## src/design/fos_params.svh

```systemverilog
/*
 * Command codes, status bit positions and the status reset value for the flash
 * output-select control block.
 * Assumes it is included by bare name from design files that need it.
 */
`ifndef FOS_PARAMS_SVH
`define FOS_PARAMS_SVH

// ****************************************
// command codes (low byte of a bus write); the block word is the full 16 bits
// ****************************************
`define FOS_C_READ_ARRAY  8'hff
`define FOS_C_PGM_A       8'h10
`define FOS_C_PGM_B       8'h40
`define FOS_C_BUF_PGM     8'he8
`define FOS_C_ERASE       8'h20
`define FOS_C_BULK        8'h30
`define FOS_C_CONFIRM     8'hd0
`define FOS_C_SUSPEND     8'hb0
`define FOS_C_READ_STATUS 8'h70
`define FOS_C_CLR_STATUS  8'h50
`define FOS_C_READ_ID     8'h90
`define FOS_C_READ_QUERY  8'h98
`define FOS_C_LOCK_SETUP  8'h60
`define FOS_C_OTP         8'hc0
`define FOS_C_LOCK        8'h01
`define FOS_C_LOCKDOWN    8'h2f
`define FOS_C_CFG         8'h03
`define FOS_BLOCK_WORD    16'hffff

// ****************************************
// status word layout and reset value
// ****************************************
`define FOS_SB_READY 7
`define FOS_SB_ESUSP 6
`define FOS_SB_VPP   3
`define FOS_SB_PSUSP 2
`define FOS_SB_LOCK  1
`define FOS_SB_BULK  0
`define FOS_STATUS_RST 8'h80

// first word offset of the query table; identifier data lies below it
`define FOS_QUERY_BASE 8'h10

`endif

```

## src/design/fos_pkg.sv

```systemverilog
/*
 * Types shared by the output-select control block: chip states,
 * output selections and the operations handed to the write sequencer.
 * Assumes nothing of its surroundings.
 */
package fos_pkg;

	// ****************************************
	// chip state
	// ****************************************
	typedef enum logic [3:0] {
		st_ready      = 4'b0000,
		st_pgm_setup  = 4'b0001,
		st_pgm_busy   = 4'b0010,
		st_pgm_susp   = 4'b0011,
		st_erase_setup = 4'b0100,
		st_erase_busy = 4'b0101,
		st_erase_susp = 4'b0110,
		st_bp_setup   = 4'b0111,
		st_bp_busy    = 4'b1000,
		st_bulk_setup = 4'b1001,
		st_bulk_busy  = 4'b1010,
		st_otp_setup  = 4'b1011,
		st_otp_busy   = 4'b1100,
		st_lock_setup = 4'b1101
	} fos_state_t;

	// ****************************************
	// output selection of a partition
	// ****************************************
	typedef enum logic [1:0] {
		sel_array  = 2'b00,
		sel_id     = 2'b01,
		sel_status = 2'b10
	} fos_sel_t;

	// ****************************************
	// operation started on the write sequencer
	// ****************************************
	typedef enum logic [3:0] {
		op_word_pgm = 4'b0000,
		op_buf_pgm  = 4'b0001,
		op_erase    = 4'b0010,
		op_bulk     = 4'b0011,
		op_otp      = 4'b0100,
		op_lock     = 4'b0101,
		op_unlock   = 4'b0110,
		op_lockdown = 4'b0111,
		op_cfg      = 4'b1000
	} fos_op_t;

endpackage

```

## src/design/fos_sel_mem.sv

```systemverilog
/*
 * Per-partition output-selection memory: one two-bit flip-flop entry
 * per partition, written by index, all entries visible at once.
 * Assumes a single clock and synchronous active-low reset.
 */
`timescale 1ns/1ps
module fos_sel_mem #(
	parameter int NPART = 8,
	parameter int PW    = 3
) (
	input  logic                 mclk,
	input  logic                 resetn,
	input  logic                 wr_en,
	input  logic [PW-1:0]        wr_idx,
	input  fos_pkg::fos_sel_t    wr_sel,
	output logic [2*NPART-1:0]   all_sel
);
	import fos_pkg::*;

	// ****************************************
	// storage
	// ****************************************
	logic [1:0] mem [NPART];

	// only the written partition moves; others keep their last pointer
	always_ff @(posedge mclk) begin
		if (!resetn) begin
			for (int i = 0; i < NPART; i++) begin
				mem[i] <= sel_array;
			end
		end else if (wr_en) begin
			mem[wr_idx] <= wr_sel;
		end
	end

	// flatten for the reader
	always_comb begin
		for (int i = 0; i < NPART; i++) begin
			all_sel[2*i +: 2] = mem[i];
		end
	end

endmodule

```

## src/design/fos_output_select.sv

```systemverilog
/*
 * Command interpreter of a partitioned NOR flash: tracks the chip state,
 * steers each partition's read-output selection, keeps the status word
 * and starts operations on the write sequencer.
 * Assumes bus writes arrive as one-cycle pulses on mclk and that the
 * write sequencer reports completion and errors as one-cycle pulses.
 */
// Behaviour
// - any write in a setup, load or confirm state selects status output, except 03 in lock setup, which selects array
// - ready-like states: FF array, 90/98 identifier, 60 status, 50 no change
// - ready-like states: C0 status; 01/2F/03 and illegal keep; block word array
// - write sequencer completion leaves every output selection unchanged
// - codes outside the accepted set are illegal commands
// - array read of busy partition is invalid; identifier and query apart
// - erase setup then confirm while program-suspended: confirm dropped
// - clear-status clears error bits only while sequencer is idle
// - bulk programming takes data only while status bit 0 is 0
// - each partition keeps its own selection from the last command
// - next chip state depends on chip state, bus and sequencer inputs, never on selections
// - lock, unlock, lock-down, configuration confirm run then go ready, or back to erase suspend if entered from it
// - block address of first cycle latched, used on later cycles
// - status bit 7 ready, bit 3 voltage error, bit 1 locked block
`timescale 1ns/1ps
`include "fos_params.svh"
module fos_output_select #(
	parameter int NPART = 8,
	parameter int PW    = 3,
	parameter int BW    = 10
) (
	input  logic                 mclk,
	input  logic                 resetn,
	input  logic                 wr_valid,
	input  logic [15:0]          wr_data,
	input  logic [PW-1:0]        wr_partition,
	input  logic [BW-1:0]        wr_block,
	input  logic [PW-1:0]        rd_partition,
	input  logic [7:0]           rd_offset,
	input  logic                 seq_done,
	input  logic                 seq_vpp_err,
	input  logic                 seq_lock_err,
	input  logic                 bulk_not_ready,
	output fos_pkg::fos_state_t  chip_state,
	output fos_pkg::fos_sel_t    rd_sel,
	output logic                 rd_invalid,
	output logic                 rd_query,
	output logic [2*NPART-1:0]   part_sel,
	output logic [7:0]           status_word,
	output logic                 op_start,
	output fos_pkg::fos_op_t     op_kind,
	output logic [BW-1:0]        op_block,
	output logic [PW-1:0]        op_partition,
	output logic                 bulk_data_accept,
	output logic                 cmd_ignored,
	output logic                 cmd_illegal
);
	import fos_pkg::*;

	// ****************************************
	// decode helpers
	// ****************************************
	function automatic logic is_setup(input fos_state_t s);
		return s inside {st_pgm_setup, st_erase_setup, st_bp_setup,
			st_bulk_setup, st_bulk_busy, st_otp_setup};
	endfunction

	function automatic logic is_busy(input fos_state_t s);
		return s inside {st_pgm_busy, st_erase_busy, st_bp_busy,
			st_otp_busy, st_bulk_busy};
	endfunction

	// states that read the bus as a command rather than as data
	function automatic logic takes_cmd(input fos_state_t s);
		return !is_setup(s) && s != st_lock_setup && s != st_otp_busy;
	endfunction

	function automatic logic is_legal(input logic [7:0] c);
		return c inside {`FOS_C_READ_ARRAY, `FOS_C_PGM_A, `FOS_C_PGM_B,
			`FOS_C_BUF_PGM, `FOS_C_ERASE, `FOS_C_BULK, `FOS_C_CONFIRM,
			`FOS_C_SUSPEND, `FOS_C_READ_STATUS, `FOS_C_CLR_STATUS,
			`FOS_C_READ_ID, `FOS_C_READ_QUERY, `FOS_C_LOCK_SETUP,
			`FOS_C_OTP, `FOS_C_LOCK, `FOS_C_LOCKDOWN, `FOS_C_CFG};
	endfunction

	function automatic fos_sel_t sel_of(input logic [2*NPART-1:0] v,
			input logic [PW-1:0] idx);
		return fos_sel_t'(v[2*idx +: 2]);
	endfunction

	// ****************************************
	// state
	// ****************************************
	fos_state_t state;
	fos_state_t resume;
	logic       esusp;
	logic       pend_ignore;
	logic       vpp_err;
	logic       lock_err;

	fos_state_t next_state;
	fos_state_t next_resume;
	logic       next_esusp;
	logic       next_pend;
	logic       start;
	fos_op_t    kind;
	logic       latch;
	logic       accept;
	logic       ignore;

	// ****************************************
	// decode of the current write
	// ****************************************
	wire logic [7:0] code      = wr_data[7:0];
	wire logic       blk_word  = (wr_data == `FOS_BLOCK_WORD);
	wire logic       cmd_write = wr_valid && takes_cmd(state);
	wire logic       same_blk  = (wr_block == op_block);
	wire fos_sel_t   cur_sel   = sel_of(part_sel, wr_partition);
	wire logic       illegal   = cmd_write && !blk_word && !is_legal(code);
	wire logic       clr_req   = cmd_write && code == `FOS_C_CLR_STATUS;
	// blocked while the sequencer runs, including all bulk states
	wire logic       clr_ok    = clr_req && !is_busy(state);

	// ****************************************
	// output selection of the written partition
	// ****************************************
	fos_sel_t next_sel;
	always_comb begin
		next_sel = cur_sel;
		if (is_setup(state)) begin
			next_sel = sel_status;
		end else if (state == st_lock_setup) begin
			next_sel = (code == `FOS_C_CFG) ? sel_array : sel_status;
		end else if (state == st_otp_busy) begin
			next_sel = sel_status;
		end else if (blk_word) begin
			next_sel = sel_array;
		end else begin
			case (code)
				`FOS_C_READ_ARRAY: next_sel = sel_array;
				`FOS_C_READ_ID,
				`FOS_C_READ_QUERY: next_sel = sel_id;
				`FOS_C_PGM_A, `FOS_C_PGM_B, `FOS_C_BUF_PGM, `FOS_C_ERASE,
				`FOS_C_BULK, `FOS_C_CONFIRM, `FOS_C_SUSPEND,
				`FOS_C_READ_STATUS, `FOS_C_LOCK_SETUP,
				`FOS_C_OTP: next_sel = sel_status;
				// 50, 01, 2F, 03 and illegal codes keep the pointer
				default: next_sel = cur_sel;
			endcase
		end
	end

	// completion alone never writes the memory
	fos_sel_mem #(.NPART(NPART), .PW(PW)) u_sel (
		.mclk    (mclk),
		.resetn  (resetn),
		.wr_en   (wr_valid),
		.wr_idx  (wr_partition),
		.wr_sel  (next_sel),
		.all_sel (part_sel)
	);

	// ****************************************
	// chip next state: reads state, bus and sequencer inputs, never part_sel
	// ****************************************
	always_comb begin
		next_state  = state;
		next_resume = resume;
		next_esusp  = esusp;
		next_pend   = pend_ignore;
		start       = 1'b0;
		kind        = op_word_pgm;
		latch       = 1'b0;
		accept      = 1'b0;
		ignore      = 1'b0;
		// completion wins over a racing write to a busy state
		if (seq_done && is_busy(state)) begin
			next_state = (esusp && state != st_erase_busy) ? st_erase_susp : st_ready;
			next_esusp = 1'b0;
		end else if (wr_valid) begin
			case (state)
				st_ready, st_erase_susp: begin
					latch = 1'b1;
					case (code)
						`FOS_C_PGM_A, `FOS_C_PGM_B: next_state = st_pgm_setup;
						`FOS_C_BUF_PGM: next_state = st_bp_setup;
						`FOS_C_LOCK_SETUP: next_state = st_lock_setup;
						`FOS_C_ERASE: if (state == st_ready) next_state = st_erase_setup;
						`FOS_C_BULK: if (state == st_ready) next_state = st_bulk_setup;
						`FOS_C_OTP: if (state == st_ready) next_state = st_otp_setup;
						`FOS_C_CONFIRM: begin
							if (state == st_erase_susp) next_state = st_erase_busy;
						end
						default: latch = 1'b0;
					endcase
					next_esusp = (state == st_erase_susp) && next_state != st_erase_busy;
				end
				st_pgm_setup: begin
					start      = 1'b1;
					next_state = st_pgm_busy;
				end
				st_erase_setup: begin
					start      = (code == `FOS_C_CONFIRM);
					kind       = op_erase;
					next_state = start ? st_erase_busy : st_ready;
				end
				st_bp_setup: begin
					start      = (code == `FOS_C_CONFIRM);
					kind       = op_buf_pgm;
					next_state = start ? st_bp_busy : st_bp_setup;
				end
				// second cycle must hit the first cycle's block, else back to ready without a start
				st_bulk_setup: begin
					start      = same_blk;
					kind       = op_bulk;
					next_state = start ? st_bulk_busy : st_ready;
				end
				st_bulk_busy: begin
					if (!same_blk) begin
						next_state = st_ready;
					end else begin
						accept = !bulk_not_ready;
						ignore = bulk_not_ready;
					end
				end
				st_otp_setup: begin
					start      = 1'b1;
					kind       = op_otp;
					next_state = st_otp_busy;
				end
				st_lock_setup: begin
					start = 1'b1;
					case (code)
						`FOS_C_LOCK:     kind = op_lock;
						`FOS_C_CONFIRM:  kind = op_unlock;
						`FOS_C_LOCKDOWN: kind = op_lockdown;
						`FOS_C_CFG:      kind = op_cfg;
						default:         start = 1'b0;
					endcase
					next_state = esusp ? st_erase_susp : st_ready;
					next_esusp = 1'b0;
				end
				st_pgm_busy, st_bp_busy: begin
					if (code == `FOS_C_SUSPEND) begin
						next_resume = state;
						next_state  = st_pgm_susp;
					end
				end
				st_erase_busy: begin
					if (code == `FOS_C_SUSPEND) next_state = st_erase_susp;
				end
				st_pgm_susp: begin
					next_pend = (code == `FOS_C_ERASE);
					// ambiguous erase-or-resume: drop the confirm
					if (pend_ignore && code == `FOS_C_CONFIRM) begin
						ignore = 1'b1;
					end else if (code == `FOS_C_CONFIRM) begin
						next_state = resume;
					end
				end
				default: next_state = state;
			endcase
		end
	end

	// ****************************************
	// registers
	// ****************************************
	always_ff @(posedge mclk) begin
		if (!resetn) begin
			state       <= st_ready;
			resume      <= st_pgm_busy;
			esusp       <= 1'b0;
			pend_ignore <= 1'b0;
		end else begin
			state       <= next_state;
			resume      <= next_resume;
			esusp       <= next_esusp;
			pend_ignore <= next_pend;
		end
	end

	// pulses and latched operation target
	always_ff @(posedge mclk) begin
		if (!resetn) begin
			op_start         <= 1'b0;
			op_kind          <= op_word_pgm;
			op_block         <= '0;
			op_partition     <= '0;
			bulk_data_accept <= 1'b0;
			cmd_ignored      <= 1'b0;
			cmd_illegal      <= 1'b0;
		end else begin
			op_start         <= start;
			op_kind          <= start ? kind : op_kind;
			bulk_data_accept <= accept;
			cmd_ignored      <= ignore;
			cmd_illegal      <= illegal;
			if (latch) begin
				op_block     <= wr_block;
				op_partition <= wr_partition;
			end
		end
	end

	// sticky errors: a setting pulse beats a same-cycle clear
	always_ff @(posedge mclk) begin
		if (!resetn) begin
			vpp_err  <= 1'b0;
			lock_err <= 1'b0;
		end else begin
			vpp_err  <= seq_vpp_err || (vpp_err && !clr_ok);
			lock_err <= seq_lock_err || (lock_err && !clr_ok);
		end
	end

	// ****************************************
	// status word and read side
	// ****************************************
	always_comb begin
		status_word                = `FOS_STATUS_RST & 8'h00;
		status_word[`FOS_SB_READY] = !is_busy(state);
		status_word[`FOS_SB_ESUSP] = (state == st_erase_susp) || esusp;
		status_word[`FOS_SB_VPP]   = vpp_err;
		status_word[`FOS_SB_PSUSP] = (state == st_pgm_susp);
		status_word[`FOS_SB_LOCK]  = lock_err;
		status_word[`FOS_SB_BULK]  = bulk_not_ready && state inside {st_bulk_setup, st_bulk_busy};
	end

	assign chip_state = state;
	assign rd_sel     = sel_of(part_sel, rd_partition);
	// busy partition's array holds no valid data
	assign rd_invalid = rd_sel == sel_array && is_busy(state)
		&& rd_partition == op_partition;
	// query table above identifier words, never overlapping
	assign rd_query   = rd_sel == sel_id && rd_offset >= `FOS_QUERY_BASE;

	// ****************************************
	// checks
	// ****************************************
	property p_setup_status;
		@(posedge mclk) disable iff (!resetn)
		wr_valid && is_setup(chip_state) |=>
			sel_of(part_sel, $past(wr_partition)) == sel_status;
	endproperty
	a_setup_status: assert property (p_setup_status)
		else $error("setup write did not select status");

	property p_id_select;
		@(posedge mclk) disable iff (!resetn)
		cmd_write && code == `FOS_C_READ_QUERY |=>
			sel_of(part_sel, $past(wr_partition)) == sel_id;
	endproperty
	a_id_select: assert property (p_id_select)
		else $error("query code did not select identifier output");

	property p_keep_codes;
		@(posedge mclk) disable iff (!resetn)
		cmd_write && (code == `FOS_C_CLR_STATUS || code == `FOS_C_LOCKDOWN) |=>
			$stable(part_sel);
	endproperty
	a_keep_codes: assert property (p_keep_codes)
		else $error("keep code changed a selection");

	property p_done_keep;
		@(posedge mclk) disable iff (!resetn)
		seq_done && !wr_valid |=> $stable(part_sel);
	endproperty
	a_done_keep: assert property (p_done_keep)
		else $error("completion moved a selection");

	property p_illegal;
		@(posedge mclk) disable iff (!resetn)
		cmd_write && !blk_word && !is_legal(code) |=> cmd_illegal && $stable(part_sel);
	endproperty
	a_illegal: assert property (p_illegal)
		else $error("illegal code not flagged or selection moved");

	property p_ignore;
		@(posedge mclk) disable iff (!resetn)
		(chip_state == st_pgm_susp && wr_valid && code == `FOS_C_ERASE && !seq_done)
			##1 !wr_valid ##1 (wr_valid && code == `FOS_C_CONFIRM) |=>
			cmd_ignored && chip_state == st_pgm_susp;
	endproperty
	a_ignore: assert property (p_ignore)
		else $error("confirm after erase setup in program suspend not dropped");

	property p_clr_busy;
		@(posedge mclk) disable iff (!resetn)
		clr_req && is_busy(chip_state) && status_word[`FOS_SB_VPP] |=>
			status_word[`FOS_SB_VPP];
	endproperty
	a_clr_busy: assert property (p_clr_busy)
		else $error("error bit cleared while sequencer busy");

	property p_bulk_gate;
		@(posedge mclk) disable iff (!resetn)
		chip_state == st_bulk_busy && wr_valid && same_blk && !seq_done |=>
			bulk_data_accept == !$past(bulk_not_ready);
	endproperty
	a_bulk_gate: assert property (p_bulk_gate)
		else $error("bulk data gate wrong");

	property p_lock_ready;
		@(posedge mclk) disable iff (!resetn)
		chip_state == st_lock_setup && wr_valid && code == `FOS_C_LOCK && !esusp |=>
			op_start && op_kind == op_lock && chip_state == st_ready;
	endproperty
	a_lock_ready: assert property (p_lock_ready)
		else $error("lock confirm did not run and return to ready");

	property p_latch;
		@(posedge mclk) disable iff (!resetn)
		(chip_state == st_ready && wr_valid && code == `FOS_C_ERASE) ##1 !wr_valid ##1
			(wr_valid && code == `FOS_C_CONFIRM) |=> op_block == $past(wr_block, 3);
	endproperty
	a_latch: assert property (p_latch)
		else $error("operation block is not the first-cycle address");

	property p_reset;
		@(posedge mclk)
		!resetn |=> part_sel == '0 && chip_state == st_ready;
	endproperty
	a_reset: assert property (p_reset)
		else $error("reset did not restore array selection and ready");

	property p_ready_bit;
		@(posedge mclk) disable iff (!resetn)
		op_start && !(op_kind inside {op_lock, op_unlock, op_lockdown, op_cfg}) |->
			!status_word[`FOS_SB_READY];
	endproperty
	a_ready_bit: assert property (p_ready_bit)
		else $error("ready bit set while busy");

endmodule

```

## config.mk

```make
export PLATFORM = sky130hd
export DESIGN_NAME = fos_output_select
export DESIGN_NICKNAME = d
export VERILOG_FILES = /design/src/design/fos_pkg.sv /design/src/design/fos_sel_mem.sv /design/src/design/fos_output_select.sv
export VERILOG_INCLUDE_DIRS = /design/src /design/src/design
export SDC_FILE = /design/constraint.sdc
export NUM_CORES = 1
export LEC_CHECK = 0
export ABC_AREA = 1
export ABC_CLOCK_PERIOD_IN_PS = 2250
export BUFFER_PORTS_ARGS = -buffer_cell sky130_fd_sc_hd__buf_2
export CAP_MARGIN = 20
export CELL_PAD_IN_SITES_DETAIL_PLACEMENT = 0
export CELL_PAD_IN_SITES_GLOBAL_PLACEMENT = 1
export CORE_MARGIN = 2
export CORE_UTILIZATION = 36
export CTS_CLUSTER_SIZE = 10
export DETAILED_ROUTE_END_ITERATION = 12
export MAX_ROUTING_LAYER = met4
export PLACE_DENSITY = 0.91
export SETUP_SLACK_MARGIN = 0.02
export SYNTH_ARGS = -nofsm -noshare
export SYNTH_HDL_FRONTEND = slang
export SYNTH_HIERARCHICAL = 1
export SYNTH_SLANG_ARGS = --single-unit
```

## constraint.sdc

```tcl
create_clock -name mclk -period 2.25 [get_ports mclk]
set_input_delay 0.3375 -clock mclk [delete_from_list [all_inputs] [get_ports mclk]]
set_output_delay 0.3375 -clock mclk [all_outputs]
set_load 0.02 [all_outputs]
```

== Word level (Yosys, flattened, before mapping) ==
Memories as Yosys holds them, arrays and structs flattened.
Index checks and enable logic that the tools add are counted.

* Output and inout bits: 53
* Memories kept: 1
* Logic and storage cells: 167
* RAM bits: 16
* Flip-flop bits (word level): 33

{| class="wikitable"
|+ Memories
! name !! words !! bits a word !! rd ports !! clocked after Yosys merged registers in !! write ports !! RTL line !! text
|-
| u_sel.mem || 8 || 2 || 8 || 0 || 8 || fos_sel_mem.sv:23 || <nowiki>logic [1:0] mem [NPART];</nowiki>
|}

* $lt $le $gt $ge: 1
* Equal/unequal tests: 43
* Mux-type cells: 50
* Shift-type cells: 2
* Bitwise gates (word level): 5
* Reduce and logical (&&, ||, !) cells: 52

{| class="wikitable"
|+ Operators with widths
! cell !! number
|-
| $mux 4 || 18
|-
| $eq 8x8->1 const B || 7
|-
| $pmux 4 s11 || 1
|-
| $eq 8x7->1 const B || 4
|-
| $shiftx 16x5->2 || 2
|-
| $pmux 4 s7 || 1
|-
| $eq 4x4->1 const B || 6
|-
| $eq 8x6->1 const B || 3
|-
| $pmux 4 s5 || 1
|-
| $logic_and 1x1->1 || 17
|-
| $reduce_bool 17->1 || 1
|-
| $eq 16x16->1 const B || 1
|-
| $eq 4x3->1 const B || 4
|-
| $pmux 4 s4 || 1
|-
| $reduce_or 2->1 || 8
|-
| $mux 1 || 14
|-
| $mux 2 || 6
|-
| $mux 3 || 4
|-
| $ne 3x3->1 const B || 4
|-
| $reduce_bool 12->1 || 1
|-
| $eq 10x10->1 || 1
|-
| $reduce_or 10->1 || 1
|-
| $eq 4x2->1 const B || 2
|-
| $eq 8x1->1 const B || 1
|-
| 28 further kinds || 44
|}

== Longest topological paths before layout ==
* Depth in word-level cells: 11
* Gate-level depth with buffers: 14
* Gate-level depth less buffers: 13

== Modules after synthesis ==
The synthesis kept the hierarchy.

{| class="wikitable"
|+ By module, submodules not included
! module !! cells each !! sequential area each (µm²) !! times used !! area each (µm²)
|-
| fos_output_select || 466 || 660.6 || 1 || 2,751.4
|-
| fos_sel_mem || 62 || 480.5 || 1 || 699.4
|}

== Worst setup path before layout ==
No wires, ideal clock.

* Kind: register -> output
* Start: register state[3] (netlist: chip_state[3])
* End: output port rd_invalid
* Setup slack: 0.003 ns
* Data required time: 1.913 ns
* Stages on the path, launching flop included: 8
* Arrival: 1.909 ns
* Path through: dfxtp_1 > buf_4 > inv_1 > nor2_1 > nand2_1 > o21ai_2 > nor2_2 > nor4_1

* Cells in the longest elaborated chain, start to end: 4

{| class="wikitable"
|+ Ends and longest elaborated chain
! item !! RTL line !! text
|-
| from (decl) || fos_output_select.sv:92 || <nowiki>fos_state_t state;</nowiki>
|-
| from (signal assigned) || fos_output_select.sv:269 || <nowiki>state <= st_ready;</nowiki>
|-
| from (signal assigned) || fos_output_select.sv:274 || <nowiki>state <= next_state;</nowiki>
|-
| $eq 4x2->1 (tied with other cells) || fos_output_select.sv:67 || <nowiki>return s inside {st_pgm_busy, st_erase_busy, st_bp_busy,</nowiki>
|-
| $reduce_bool 5->1 (*) || fos_output_select.sv:67 ||
|-
| $logic_and 1x1->1 (*) || fos_output_select.sv:331 || <nowiki>assign rd_invalid = rd_sel == sel_array && is_busy(state)</nowiki>
|-
| $logic_and 1x1->1 (*) || fos_output_select.sv:332 || <nowiki>&& rd_partition == op_partition;</nowiki>
|-
| to (decl) || fos_output_select.sv:44 || <nowiki>output logic rd_invalid,</nowiki>
|}

Mark *: on every way between the ends. The rest lies on a longest branch, timed or not.

==> out/qor_table.md <==
| Parameter | Reported |
|---|---|
| Via count of the first global-routing pass | 3633 |
| Cell breakdown of the critical path | o21ai_0 -> o21ai_0 -> nand2_1 -> nand2_1 -> nor4_4 -> buf_4 |
| Effective utilization at floorplan | 37.2% |
| Cell-internal power | 1.87 mW |
| DRC marker count from the first detailed-route iteration | 211 |
| Worst endpoint data arrival time | 1.80 ns |
| Final Instance Count excl. Fillers | 763 |
| P&R area growth vs syn | 24.2% |
| Fraction of synthesized cell area taken by the top area cell type | 19.1% |
| Total number of H-tree levels | 2 |
| Number of remaining DRC errors | 0 |
| Final min period | 2.14 ns |
| Met3 Wirelength | 570 microns |
| Number of flops mapped to enable cells by yosys | 16 |
| Slack of the worst reg-to-reg path | 0.29 ns |
| Data required time of the worst path | 1.91 ns |
| Sink count of the clock tree | 49 |
| Total number of nets in the final design | 680 |
| Area enclosed by the die boundary | 10400 sq um |
| Maximum number of pins on one net before global-route repair | 27 |
| Fraction of layout cells with a size suffix above 1 | 26.8% |
| Critical-path maximum fanout | 3 |
| Pre-CTS setup slack | 0.0272 ns |
| Leakage | 2.13 nW |
| Std-Cell Rows | 35 |
| Post-synth ARST share | 0% |
| Clock-pin slew on the worst setup and hold paths | 0.10 ns |
| Cell type with the largest total area after synthesis | sky130_fd_sc_hd__dfxtp_1 |
| Die Width | 102 microns |
| Port bufs | 85 |
| Category of the most critical setup path | reg -> out |
| Leading post-synthesis cells by cell area | sky130_fd_sc_hd__dfxtp_1 19%, sky130_fd_sc_hd__edfxtp_1 14%, sky130_fd_sc_hd__nand2_1 13% |
| VDD IR max | 0.000380 V |
| Dominant synthesized flop cell | sky130_fd_sc_hd__dfxtp_1 |
| Number of buffers on the longest clock path | 2 |
| Post-Synthesis Mean Instance Area | 6.54 sq um |
| Fraction of power consumed by the clock network | 15.7% |
| Remaining global-route overflow | 0 |
| Power density over the cells | 800 nW/um^2 |
| Highest Clock Rate | 467 MHz |
| Global Route Usage Sum | 20.8% |
| Number of flip-flops and latches in the synthesized netlist | 49 |
| Root buffer cell | sky130_fd_sc_hd__clkbuf_8 |
| Class of the tightest hold or removal check | in -> reg |
| Setup skew after layout | 0.00956 ns |
| Wl on met1 | 4670 microns |
| Total negative setup slack | 0 ns |
| Average via count per standard cell | 4.89 |
| Net Switching | 1.56 mW |
| Max-capacitance violation count | 0 |
| Slack of the critical path | 0.109 ns |
| Number of placed I/O pins | 100 |
| Top sig layer | met4 |
| Relative contribution of sequential cells to total power | 31.2% |
| WL per Instance | 13.6 microns |
| Amount of wire on met2 after detailed routing | 4990 microns |
| Number of nets still failing antenna checks after routing | 0 |
| Number of standard cells after synthesis | 528 |
| Comb pwr share | 53.1% |
| Inserted Clock Buffers | 5 |
| Final critical-path share of the clock period | 95.1% |
| Synth unique cells | 42 |
| Routed vias | 3729 |
| TritonCTS clock tree | done |
| DRT Wirelength | 10300 microns |
| HPWL after detailed placement | 8220 microns |
| Warnings from Yosys | 6 |
| Total count of max-transition violations in the final report | 0 |
| Capturing element type of the critical path | output port |
| Number of antenna cells inserted | 0 |
| Placed instance count | 746 |
| Mapped cell area | 3450 sq um |
| Net switching share of the total power | 45.4% |
| Critical path's largest stage delay | 0.44 ns |
| Final setup violating endpoints | 0 |
| Largest delay share family, worst path | simple AND/OR/NAND/NOR gates |
| Skew-Pair Late Insertion Delay | 0.31 ns |
| DIE HEIGHT | 102 microns |
| Wire length of the first global-routing pass | 16700 microns |
| Count of fill cells added during filler insertion | 985 |
| Core box area | 9280 sq um |
| Crit path buffers/inverters | 1 |
| Portion of the post-synthesis area used by sequential elements | 33.1% |
| RSZ-0062 raised after global routing | yes |
| Count of final hold-check violations | 0 |
| Length of the first detailed-routing pass in iterations | 5 |
| Initial antenna violation count | 0 |
| Last weighted congestion value of the routability-driven placer | 0.921 |
| Layout Utilization | 46.2% |
| Sort of element at the start of the critical path | flip-flop |
| Slowest stage cell on the critical path | sky130_fd_sc_hd__edfxtp_1 |
| Result of the run | finished clean |
-- cells in the mapped netlist, types with 2 or more instances --
cell,n
sky130_fd_sc_hd__a31oi_1,4
sky130_fd_sc_hd__nor2_2,7
sky130_fd_sc_hd__nor3_2,2
sky130_fd_sc_hd__buf_6,3
sky130_fd_sc_hd__nor2_1,79
sky130_fd_sc_hd__inv_1,67
sky130_fd_sc_hd__buf_2,3
sky130_fd_sc_hd__buf_4,7
sky130_fd_sc_hd__o21ai_1,3
sky130_fd_sc_hd__nor2_8,2
sky130_fd_sc_hd__nand3_1,39
sky130_fd_sc_hd__clkbuf_1,6
sky130_fd_sc_hd__edfxtp_1,16
sky130_fd_sc_hd__inv_2,3
sky130_fd_sc_hd__dfxtp_1,33
sky130_fd_sc_hd__or2_2,4
sky130_fd_sc_hd__o21ai_0,33
sky130_fd_sc_hd__nand2_4,4
sky130_fd_sc_hd__nor2_4,3
sky130_fd_sc_hd__nand2_2,8
sky130_fd_sc_hd__nand4_1,4
sky130_fd_sc_hd__nand2_1,123
sky130_fd_sc_hd__nor3_1,5
sky130_fd_sc_hd__xnor2_1,6
sky130_fd_sc_hd__o21a_1,2
sky130_fd_sc_hd__a21oi_1,37
sky130_fd_sc_hd__nor3b_1,2
sky130_fd_sc_hd__nor4_1,2
sky130_fd_sc_hd__xor2_1,3
sky130_fd_sc_hd__o211ai_1,5
sky130_fd_sc_hd__and2_1,2
-- layout make-up --
class                      instances  area (sq um)  area share, %
clock buffer                       5          68.8           1.61
inverter                          70           269           6.28
sequential                        49          1150           26.9
clock inverter                     3          18.8          0.438
tap                              129           161           3.77
timing repair inverter             1          5.00          0.117
timing repair buffer             115           653           15.2
multi-input combinational        391          1960           45.7
-- repair_timing --
item	4_1_cts	5_1_grt
hold buffers	0	0
pin swaps	2	4
gates cloned	0	1
setup buffers	0	8
resized for setup	13	4
setup endpoints to repair	1	2
hold endpoints to repair	0	0
-- cell families (layout without fill, tap and decap cells) --
kind of cell,Yosys count,count (layout),share of synthesized area (%)
xor gates and xnor gates,9,9,2.28
buffers and inverters,89,194,11.2
DFF,49,49,33.1
and+or+nand+nor,290,290,38.8
AOI/OAI and AO/OA,90,90,14.5
other,1,2,0.109
-- power by group through the flow --
stage / Sequential (mW) / Clock, mW / Combinational, mW
after floorplan: 1.11 / 0 / 1.10
after global placement: 1.07 / 0 / 1.66
after detailed placement: 1.07 / 0 / 1.67
after CTS: 1.07 / 0.557 / 1.70
after global routing: 1.08 / 0.588 / 2.01
final: 1.07 / 0.539 / 1.82
-- sequential cells by signal, summed over array words and instances (netlist names) --
register and cells:
bulk_data_accept 1, chip_state 4, cmd_ignored 1, cmd_illegal 1, esusp 1, lock_err 1, op_block 10, op_kind 4
op_partition 3, op_start 1, pend_ignore 1, resume 4, u_sel/mem 16, vpp_err 1
-- routing by layer --
| metal | track usage (%) | vias up |
|---|---|---|
| met3 | 3.56 | 14 |
| met5 | - | - |
| li1 | - | 1897 |
| met1 | 25.8 | 1697 |
| met2 | 35.7 | 121 |
| met4 | 4.00 | 0 |
-- path summary, 6_finish.rpt --
kind | from | endpoint | cells after the start
worst min register to register | resume[0] | resume[0] | 2
worst max-delay path | u_sel/mem[1][0] | rd_invalid | 6
worst max register to register | chip_state[0] | vpp_err | 11
worst min-delay path | bulk_not_ready | bulk_data_accept | 2
-- stage by stage --
stage          power (mW)  hold slack, ns  area (sq um)
5_1_grt              3.67           0.204          4290
4_1_cts              3.33           0.211          4210
3_5_place_dp         2.74           0.445          4090
3_3_place_gp         2.73           0.436          4090
6_report             3.43           0.221          4290
2_1_floorplan        2.21           0.416          3460
-- cell usage in the layout, fill, tap and decap left out, drive strengths merged --
| cell | count |
|---|---|
| o21ai | 38 |
| a22o | 1 |
| conb | 2 |
| o21a | 2 |
| clkinv | 1 |
| dfxtp | 33 |
| o211ai | 5 |
| nor2 | 91 |
| o2111ai | 1 |
| or2 | 5 |
| nand4 | 4 |
| and2 | 2 |
| nor3 | 7 |
| a31oi | 4 |
| buf | 115 |
| a21oi | 38 |
| a21boi | 1 |
| nand3b | 1 |
| clkbuf | 5 |
| xor2 | 3 |
| and3 | 1 |
| inv | 71 |
| clkinvlp | 2 |
| xnor2 | 6 |
| nor4 | 2 |
| nand3 | 40 |
| edfxtp | 16 |
| nand2 | 135 |
| nor3b | 2 |
(Power assumes the default switching activity.)
